--- src/include/xbpa_pkg.sv ---
// How it works
// RULE1: Only pins P0.0 to P2.6 with a clear bypass bit are candidates.
// RULE2: Selected first UART takes P0.4 transmit and P0.5 receive, top priority.
// RULE3: Selected second SPI takes P1.0 to P1.2, second priority.
// RULE4: Second SPI also takes P1.3 for slave select in four-wire mode.
// RULE5: Other functions in priority order take lowest free candidate pins.
// RULE6: Assigned or bypassed pins are skipped during allocation.
// RULE7: Software enables the crossbar before using pins as digital outputs.
// RULE8: All pin drivers stay off while the global enable is clear.
// RULE9: SMBus data and clock pins are forced open-drain when selected.
// RULE10: First SPI slave select gets a pin only in four-wire mode.
// RULE11: First SPI wire mode shifts pins of all lower priority functions.
// RULE12: Software clears bypass bits of the fixed UART and second SPI pins.
// RULE13: Software bypasses pins used for analog, GPIO or dedicated functions.
// RULE14: Bypass bit n maps to pin n; 0x0c skips P0.2 and P0.3.
// RULE15: Flexible order: first SPI, SDA, SCL, comparators, clock, captures, timers.
// RULE16: Pin P2.7 is never a candidate, whatever its bypass bit.
// RULE17: First select bits 0..7: UART, SPI, SMBus, clock, cmp0, cmp0 async, cmp1, cmp1 async.
// RULE18: Second select: bit6 second SPI, bit5 timer1, bit4 timer0, bit3 counter.
package xbpa_pkg;

  localparam int NUM_PINS  = 24;
  localparam int NUM_FUNCS = 26;
  localparam int NUM_CEX   = 6;

  typedef logic [4:0] xbpa_func_t;

  // Function slots in priority order
  localparam xbpa_func_t F_TX        = 5'h00;
  localparam xbpa_func_t F_RX        = 5'h01;
  localparam xbpa_func_t F_SPIB_SCK  = 5'h02;
  localparam xbpa_func_t F_SPIB_MISO = 5'h03;
  localparam xbpa_func_t F_SPIB_MOSI = 5'h04;
  localparam xbpa_func_t F_SPIB_NSS  = 5'h05;
  localparam xbpa_func_t F_SPIA_SCK  = 5'h06;
  localparam xbpa_func_t F_SPIA_MISO = 5'h07;
  localparam xbpa_func_t F_SPIA_MOSI = 5'h08;
  localparam xbpa_func_t F_SPIA_NSS  = 5'h09;
  localparam xbpa_func_t F_SDA       = 5'h0a;
  localparam xbpa_func_t F_SCL       = 5'h0b;
  localparam xbpa_func_t F_CMP0      = 5'h0c;
  localparam xbpa_func_t F_CMP0_ASY  = 5'h0d;
  localparam xbpa_func_t F_CMP1      = 5'h0e;
  localparam xbpa_func_t F_CMP1_ASY  = 5'h0f;
  localparam xbpa_func_t F_CLK_OUT   = 5'h10;
  localparam xbpa_func_t F_CAP_FIRST = 5'h11;
  localparam xbpa_func_t F_CNT_IN    = 5'h17;
  localparam xbpa_func_t F_TMR0_IN   = 5'h18;
  localparam xbpa_func_t F_TMR1_IN   = 5'h19;

  // Fixed pin numbers, pin index = port * 8 + bit
  localparam int PIN_TX        = 4;
  localparam int PIN_RX        = 5;
  localparam int PIN_SPIB_SCK  = 8;
  localparam int PIN_SPIB_MISO = 9;
  localparam int PIN_SPIB_MOSI = 10;
  localparam int PIN_SPIB_NSS  = 11;

  // P2.7 left out of the candidate set
  localparam logic [23:0] CAND_MASK = 24'h7fffff;

  // First select bit positions
  localparam int SEL1_UART = 0;
  localparam int SEL1_SPIA = 1;
  localparam int SEL1_SMB  = 2;
  localparam int SEL1_SYSC = 3;
  localparam int SEL1_CMP0  = 4;
  localparam int SEL1_CMP0A = 5;
  localparam int SEL1_CMP1  = 6;
  localparam int SEL1_CMP1A = 7;
  // Second select bit positions
  localparam int SEL2_SPIB = 6;
  localparam int SEL2_TMR1 = 5;
  localparam int SEL2_TMR0 = 4;
  localparam int SEL2_CNT  = 3;
  localparam int SEL2_CEX_HI = 2;

  localparam logic [7:0] BYPASS_NONE = 8'h00;
  localparam logic [7:0] BYPASS_OSC  = 8'h0c;
  localparam logic       FUNC_IN_IDLE = 1'b1;

  typedef struct packed {
    logic [7:0]  crossbar_select_first;
    logic [7:0]  crossbar_select_second;
    logic        crossbar_global_enable;
    logic [7:0]  port_two_bypass_mask;
    logic [7:0]  port_one_bypass_mask;
    logic [7:0]  port_zero_bypass_mask;
    logic [23:0] port_output_mode_select;
    logic        slave_select_mode_high;
    logic        slave_select_mode_low;
    logic        second_spi_four_wire;
  } xbpa_cfg_s;

  typedef struct packed {
    logic       valid;
    xbpa_func_t func;
  } xbpa_slot_s;

endpackage

--- src/design/xbpa_top.sv ---
`timescale 1ns/1ps
`default_nettype none
module xbpa_top
(
  input  wire logic                              core_clk,
  input  wire logic                              sys_rst,
  input  wire xbpa_pkg::xbpa_cfg_s               cfg,
  input  wire logic [xbpa_pkg::NUM_FUNCS-1:0]    func_out,
  input  wire logic [xbpa_pkg::NUM_FUNCS-1:0]    func_oe,
  input  wire logic [xbpa_pkg::NUM_PINS-1:0]     gpio_out,
  input  wire logic [xbpa_pkg::NUM_PINS-1:0]     pin_in,
  output logic      [xbpa_pkg::NUM_PINS-1:0]     pin_out,
  output logic      [xbpa_pkg::NUM_PINS-1:0]     pin_oe,
  output logic      [xbpa_pkg::NUM_FUNCS-1:0]    func_in,
  output xbpa_pkg::xbpa_slot_s [xbpa_pkg::NUM_PINS-1:0] pin_map
);
  import xbpa_pkg::*;

  logic [NUM_FUNCS-1:0]      want;
  logic [NUM_PINS-1:0]       cand;
  logic [NUM_PINS-1:0]       taken;
  logic [NUM_PINS-1:0]       fixed_mask;
  xbpa_slot_s [NUM_PINS-1:0] map_nxt;
  xbpa_slot_s [NUM_PINS-1:0] map_r;
  logic [NUM_PINS-1:0]       pin_out_nxt;
  logic [NUM_PINS-1:0]       pin_oe_nxt;
  logic [NUM_PINS-1:0]       pin_out_r;
  logic [NUM_PINS-1:0]       pin_oe_r;
  logic [NUM_PINS-1:0]       sync1_r;
  logic [NUM_PINS-1:0]       sync2_r;
  logic [NUM_FUNCS-1:0]      func_in_nxt;
  logic [NUM_FUNCS-1:0]      func_in_r;
  logic                      four_wire0;
  logic                      uart_en;
  logic                      spib_en;
  logic [2:0]                cex_cnt;
  xbpa_cfg_s                 cfg_q_r;
  logic [NUM_PINS-1:0]       byp_q;
  logic [NUM_PINS-1:0]       map_valid;
  logic [NUM_PINS-1:0]       smb_bad;
  logic [NUM_PINS-1:0]       nss0_hit;

  // Decode the select bits into wanted function slots
  assign uart_en    = cfg.crossbar_select_first[SEL1_UART];  // [RULE17]
  assign spib_en    = cfg.crossbar_select_second[SEL2_SPIB]; // [RULE18]
  assign four_wire0 = cfg.slave_select_mode_high
                    | cfg.slave_select_mode_low;              // [RULE10]
  assign cex_cnt    = cfg.crossbar_select_second[SEL2_CEX_HI:0];

  // Flexible functions only; bit 7 of the second select is never read
  always_comb
  begin
    want              = '0;
    want[F_SPIA_SCK]  = cfg.crossbar_select_first[SEL1_SPIA]; // [RULE17]
    want[F_SPIA_MISO] = cfg.crossbar_select_first[SEL1_SPIA];
    want[F_SPIA_MOSI] = cfg.crossbar_select_first[SEL1_SPIA];
    want[F_SPIA_NSS]  = cfg.crossbar_select_first[SEL1_SPIA]
                      & four_wire0;                            // [RULE10]
    want[F_SDA]       = cfg.crossbar_select_first[SEL1_SMB];
    want[F_SCL]       = cfg.crossbar_select_first[SEL1_SMB];
    want[F_CMP0]      = cfg.crossbar_select_first[SEL1_CMP0];
    want[F_CMP0_ASY]  = cfg.crossbar_select_first[SEL1_CMP0A];
    want[F_CMP1]      = cfg.crossbar_select_first[SEL1_CMP1];
    want[F_CMP1_ASY]  = cfg.crossbar_select_first[SEL1_CMP1A];
    want[F_CLK_OUT]   = cfg.crossbar_select_first[SEL1_SYSC];
    for (int k = 0; k < NUM_CEX; k++)
    begin
      want[int'(F_CAP_FIRST) + k] = (int'(cex_cnt) > k);
    end
    want[F_CNT_IN]    = cfg.crossbar_select_second[SEL2_CNT]; // [RULE18]
    want[F_TMR0_IN]   = cfg.crossbar_select_second[SEL2_TMR0];
    want[F_TMR1_IN]   = cfg.crossbar_select_second[SEL2_TMR1];
  end

  // Candidate pins: bit n of each mask is pin n of that port
  // Invert first, then mask, so a clear P2.7 bypass bit never makes a candidate
  assign cand = ~{cfg.port_two_bypass_mask, cfg.port_one_bypass_mask,
                  cfg.port_zero_bypass_mask}
                & CAND_MASK; // [RULE1] [RULE14] [RULE16]

  // Priority allocation: fixed pins first, then lowest free candidate
  always_comb
  begin
    logic found;
    found   = 1'b0;
    taken   = '0;
    map_nxt = '0;
    if (uart_en)
    begin
      map_nxt[PIN_TX] = '{valid: 1'b1, func: F_TX};          // [RULE2]
      map_nxt[PIN_RX] = '{valid: 1'b1, func: F_RX};
      taken[PIN_TX]   = 1'b1;
      taken[PIN_RX]   = 1'b1;
    end
    if (spib_en)
    begin
      map_nxt[PIN_SPIB_SCK]  = '{valid: 1'b1, func: F_SPIB_SCK};  // [RULE3]
      map_nxt[PIN_SPIB_MISO] = '{valid: 1'b1, func: F_SPIB_MISO};
      map_nxt[PIN_SPIB_MOSI] = '{valid: 1'b1, func: F_SPIB_MOSI};
      taken[PIN_SPIB_SCK]    = 1'b1;
      taken[PIN_SPIB_MISO]   = 1'b1;
      taken[PIN_SPIB_MOSI]   = 1'b1;
      if (cfg.second_spi_four_wire)
      begin
        map_nxt[PIN_SPIB_NSS] = '{valid: 1'b1, func: F_SPIB_NSS}; // [RULE4]
        taken[PIN_SPIB_NSS]   = 1'b1;
      end
    end
    // Slot index order is the priority order [RULE15]
    for (int s = int'(F_SPIA_SCK); s < NUM_FUNCS; s++)
    begin
      found = 1'b0;
      if (want[s])
      begin
        for (int p = 0; p < NUM_PINS; p++)
        begin
          if (!found && cand[p] && !taken[p])  // [RULE5] [RULE6] [RULE11]
          begin
            map_nxt[p] = '{valid: 1'b1, func: 5'(s)};
            taken[p]   = 1'b1;
            found      = 1'b1;
          end
        end
      end
    end
  end

  // Per-pin driver: assigned function or GPIO latch, push-pull or open-drain
  generate
    for (genvar p = 0; p < NUM_PINS; p++)
    begin : g_drv
      logic val;
      logic drv;
      logic od;
      always_comb
      begin
        val = gpio_out[p];
        drv = 1'b1;
        od  = ~cfg.port_output_mode_select[p];
        if (map_nxt[p].valid)
        begin
          val = func_out[map_nxt[p].func];
          drv = func_oe[map_nxt[p].func];
          if (map_nxt[p].func == F_SDA || map_nxt[p].func == F_SCL)
          begin
            od = 1'b1;                                       // [RULE9]
          end
        end
        pin_out_nxt[p] = val;
        pin_oe_nxt[p]  = cfg.crossbar_global_enable & drv
                       & (~od | ~val);                       // [RULE8]
      end
    end
  endgenerate

  // Registered pin map and pin drive
  always_ff @(posedge core_clk)
  begin
    if (sys_rst)
    begin
      map_r     <= '0;
      pin_out_r <= '0;
      pin_oe_r  <= '0;
    end
    else
    begin
      map_r     <= map_nxt;
      pin_out_r <= pin_out_nxt;
      pin_oe_r  <= pin_oe_nxt;
    end
  end

  // Two-stage synchroniser on pin inputs
  always_ff @(posedge core_clk)
  begin
    if (sys_rst)
    begin
      sync1_r <= '0;
      sync2_r <= '0;
    end
    else
    begin
      sync1_r <= pin_in;
      sync2_r <= sync1_r;
    end
  end

  // Route pin levels back to the peripherals; unrouted inputs idle high
  always_comb
  begin
    func_in_nxt = {NUM_FUNCS{FUNC_IN_IDLE}};
    for (int p = 0; p < NUM_PINS; p++)
    begin
      if (map_r[p].valid)
      begin
        func_in_nxt[map_r[p].func] = sync2_r[p];
      end
    end
  end

  always_ff @(posedge core_clk)
  begin
    if (sys_rst)
    begin
      func_in_r <= {NUM_FUNCS{FUNC_IN_IDLE}};
    end
    else
    begin
      func_in_r <= func_in_nxt;
    end
  end

  assign pin_out = pin_out_r;
  assign pin_oe  = pin_oe_r;
  assign func_in = func_in_r;
  assign pin_map = map_r;

  // Checking helpers: the config that produced map_r
  always_ff @(posedge core_clk)
  begin
    if (sys_rst)
    begin
      cfg_q_r <= '0;
    end
    else
    begin
      cfg_q_r <= cfg;
    end
  end

  assign byp_q = {cfg_q_r.port_two_bypass_mask,
                  cfg_q_r.port_one_bypass_mask,
                  cfg_q_r.port_zero_bypass_mask};
  assign fixed_mask = 24'h000f30;
  generate
    for (genvar p = 0; p < NUM_PINS; p++)
    begin : g_chk
      assign map_valid[p] = map_r[p].valid;
      assign nss0_hit[p]  = map_r[p].valid && map_r[p].func == F_SPIA_NSS;
      assign smb_bad[p]   = map_r[p].valid && pin_oe_r[p] && pin_out_r[p]
                          && (map_r[p].func == F_SDA
                          ||  map_r[p].func == F_SCL);
    end
  endgenerate
endmodule
`default_nettype wire

--- config.mk ---
export PLATFORM = sky130hd
export DESIGN_NAME = xbpa_top
export DESIGN_NICKNAME = d
export VERILOG_FILES = /design/src/include/xbpa_pkg.sv /design/src/design/xbpa_top.sv
export SDC_FILE = /design/constraint.sdc
export NUM_CORES = 2
export LEC_CHECK = 0
export BUFFER_PORTS_ARGS = -buffer_cell sky130_fd_sc_hd__buf_2
export CORE_MARGIN = 5
export CORE_UTILIZATION = 40
export CTS_CLUSTER_SIZE = 28
export DETAILED_ROUTE_END_ITERATION = 12
export HOLD_SLACK_MARGIN = 0.06
export PLACE_DENSITY = 0.64
export SLEW_MARGIN = 10
export SYNTH_ARGS = -nofsm -noshare
export SYNTH_HDL_FRONTEND = slang
export SYNTH_SLANG_ARGS = --single-unit
--- constraint.sdc ---
create_clock -name core_clk -period 20.4 [get_ports core_clk]
set_input_delay 2.04 -clock core_clk [delete_from_list [all_inputs] [get_ports core_clk]]
set_output_delay 2.04 -clock core_clk [all_outputs]
set_load 0.02 [all_outputs]
==> out/qor.yml <==
dp_slack_ns: 6.93
clockBufferDepth: 3
cts_sinks: 258
layout-drive-gt1-share_pct: 15.9
synth.distinct_cells: 151
utilization_pct: 43.4
p_total_mw: 3.60
final-hold-violation-count: 0
ir_drop_v: 0.0000774
worstMarginPinSlew_ns: 1.21
nets: 6623
end_kind: "register"
syn_area_per_cell_sq_um: 6.84
fillers: 11700
cp_data_required_time_ns: 20.83
cts_buffers: 31
synth_edf_count: 0
drv_slew: 0
grt_usage_pct: 31.7
syn_inst: 6491
fmax_mhz: 74.8
slew-limit-headroom_pct: 19.0
wirelength_um: 201000
design_area_sq_mm: 0.0479
drtIter0Drc: 6689
synth_seq_cells: 258
first_pass_iters: 7
start_kind: "input pin"
finalSetupViolations: 0
multiInputGateArea_sq_mm: 0.0369
place.gp.congestion: 1.01
post_cts.repair.setup_buffers: 0
synth.area.top_cells: "dfxtp_1, mux2i_1, nand2_1"
synthArstFlopShare_pct: 0
cts_root_buf: "clkbuf_16"
grt_pass1_vias: 47500
hpwl_um: 159000
grt_max_degree: 87
rsz0062_at_grt: "no"
vias: 54200
placed_area_sq_mm: 0.0467
core_area_sq_mm: 0.110
clk_latency_ns: 0.63
tns_ns: 0
h-tree-depth: 1
timing.final.crit_period_ns: 13.37
cts_resized: 0
fp.dieArea_sq_mm: 0.118
wl_per_cell_um: 25.2
die_x_um: 343
synth_common_cells: "nand2_1, nor2_1, a21oi_1"
drc: 0
die_h_um: 343
path_max_fanout: 45
rows: 122
path_buf_inv: 1
ff_latch_area_sq_mm: 0.00516
cp.arrival_ns: 13.80
synth.largest_area_cell: "dfxtp_1"
finalCritPeriodShare_pct: 65.5
seq_area_frac_synth_pct: 11.6
slowest_delay_ns: 0.89
p_per_area_mw_per_mm2: 75.3
cp_slowest_cell: "a31oi_1"
syn_to_final_growth_pct: 7.82
crit_type: "input pin to register"
finClkSkew_ns: 0.0616
cts_tree: "done"
yosysWarnings: 0
timing.hold.worst.class: "register to register"
worst_slack_ns: 7.03
synth_area_sq_mm: 0.0444
start_util_pct: 40.2
avgViaCountPerCell: 6.79
ant_nets: 0
drv_cap: 0
outcome: "completed"
grt_pass1_wl_um: 297000
cellLeakagePower_nw: 17.2
cp_top_family: "compound AO/OA/AOI/OAI gates"
ys.flop_type: "dfxtp_1"
io_buffers: 378
ctsHoldBuffers: 0
netlist.area_leader.share_pct: 11.6
clk_transition_reported_paths_ns: 0.06
pin_count: 388
antenna_found_initial: 35
synth.most_common_cell: "nand2_1"
grt_overflow: 0
registers in the layout, indices dropped and copies added, names as in the netlist:
signal   cells
pin_map    138
pin_oe      24
pin_out     24
func_in     26
sync2_r     23
sync1_r     23
cell type report:
class | instances | share of cell area, %
Multi-Input combinational cell | 5630 | 77.2
Clock buffer | 38 | 1.72
Clock inverter | 19 | 0.497
Antenna cell | 20 | 0.105
Inverter | 71 | 0.557
Tap cell | 1488 | 3.89
Timing Repair Buffer | 461 | 5.28
Sequential cell | 258 | 10.8
cells in the final DEF, fill, tap and decap left out, types with 161 or more instances in the layout:
cell      Yosys  routed
nor2b_1     186     186
dfxtp_1     258     258
buf_2        35     377
a211oi_1    178     175
nand3_1     163     163
nor2_1      672     672
o211ai_1    161     161
mux2i_1     329     329
nand2_1     777     777
o21ai_0     461     461
a21oi_1     489     486
nor3_1      172     170
mux2_2      170     170
worst reg2reg max path: cells and delay by family, from the launching register on:
| kind | cells | cell delay (ns) |
|---|---|---|
| and+or+nand+nor | 7 | 1.29 |
| AOI/OAI and AO/OA | 19 | 3.16 |
| muxes | 3 | 0.42 |
| DFF | 1 | 0.53 |
final timing paths:
check	cells after the start	startpoint	slack (ns)	endpoint
setup / recovery	29	cfg[29]	7.03	pin_oe[15]$_SDFF_PP0_
hold / removal	1	sync1_r[17]$_SDFF_PP0_	0.45	sync2_r[17]$_SDFF_PP0_
setup reg to reg	29	pin_map[11]$_SDFF_PP0_	15.01	func_in[24]$_SDFF_PP1_
hold reg to reg	1	sync1_r[17]$_SDFF_PP0_	0.45	sync2_r[17]$_SDFF_PP0_
cells by family (layout without fill, tap and decap cells):
group | after synthesis | in the layout | share of synthesized area, %
flops | 258 | 258 | 11.6
compound gates | 2478 | 2478 | 39.8
fa+ha+maj | 37 | 37 | 0.854
xor+xnor | 17 | 17 | 0.335
buf+inv | 608 | 589 | 5.65
simple gates | 2566 | 2566 | 28.7
other cells | 1 | 26 | 0.00845
mux | 526 | 526 | 13.0
metrics by stage:
| step | hold slack (ns) | cells |
|---|---|---|
| floorplan | 0.414 | 6496 |
| global placement | 0.417 | 7908 |
| detailed placement | 0.429 | 7908 |
| CTS | 0.444 | 7965 |
| global route | 0.455 | 7966 |
| finish | 0.447 | 7985 |
power breakdown:
group | switching (mW) | internal, mW | leakage, nW
Combinational | 1.51 | 0.836 | 14.6
Clock | 0.242 | 0.340 | 0.520
Sequential | 0.101 | 0.577 | 2.13
routing by layer:
metal  vias to the layer above  global-route usage, %  share of wire [%]
li1                      24900                      -                  -
met1                     25800                   45.0                 43
met2                      3080                   46.6                 41
met3                       388                   7.97                 12
met4                        20                   10.4                3.8
met5                         -                      0              0.063
No activity file was read; power rests on OpenSTA's default activity.
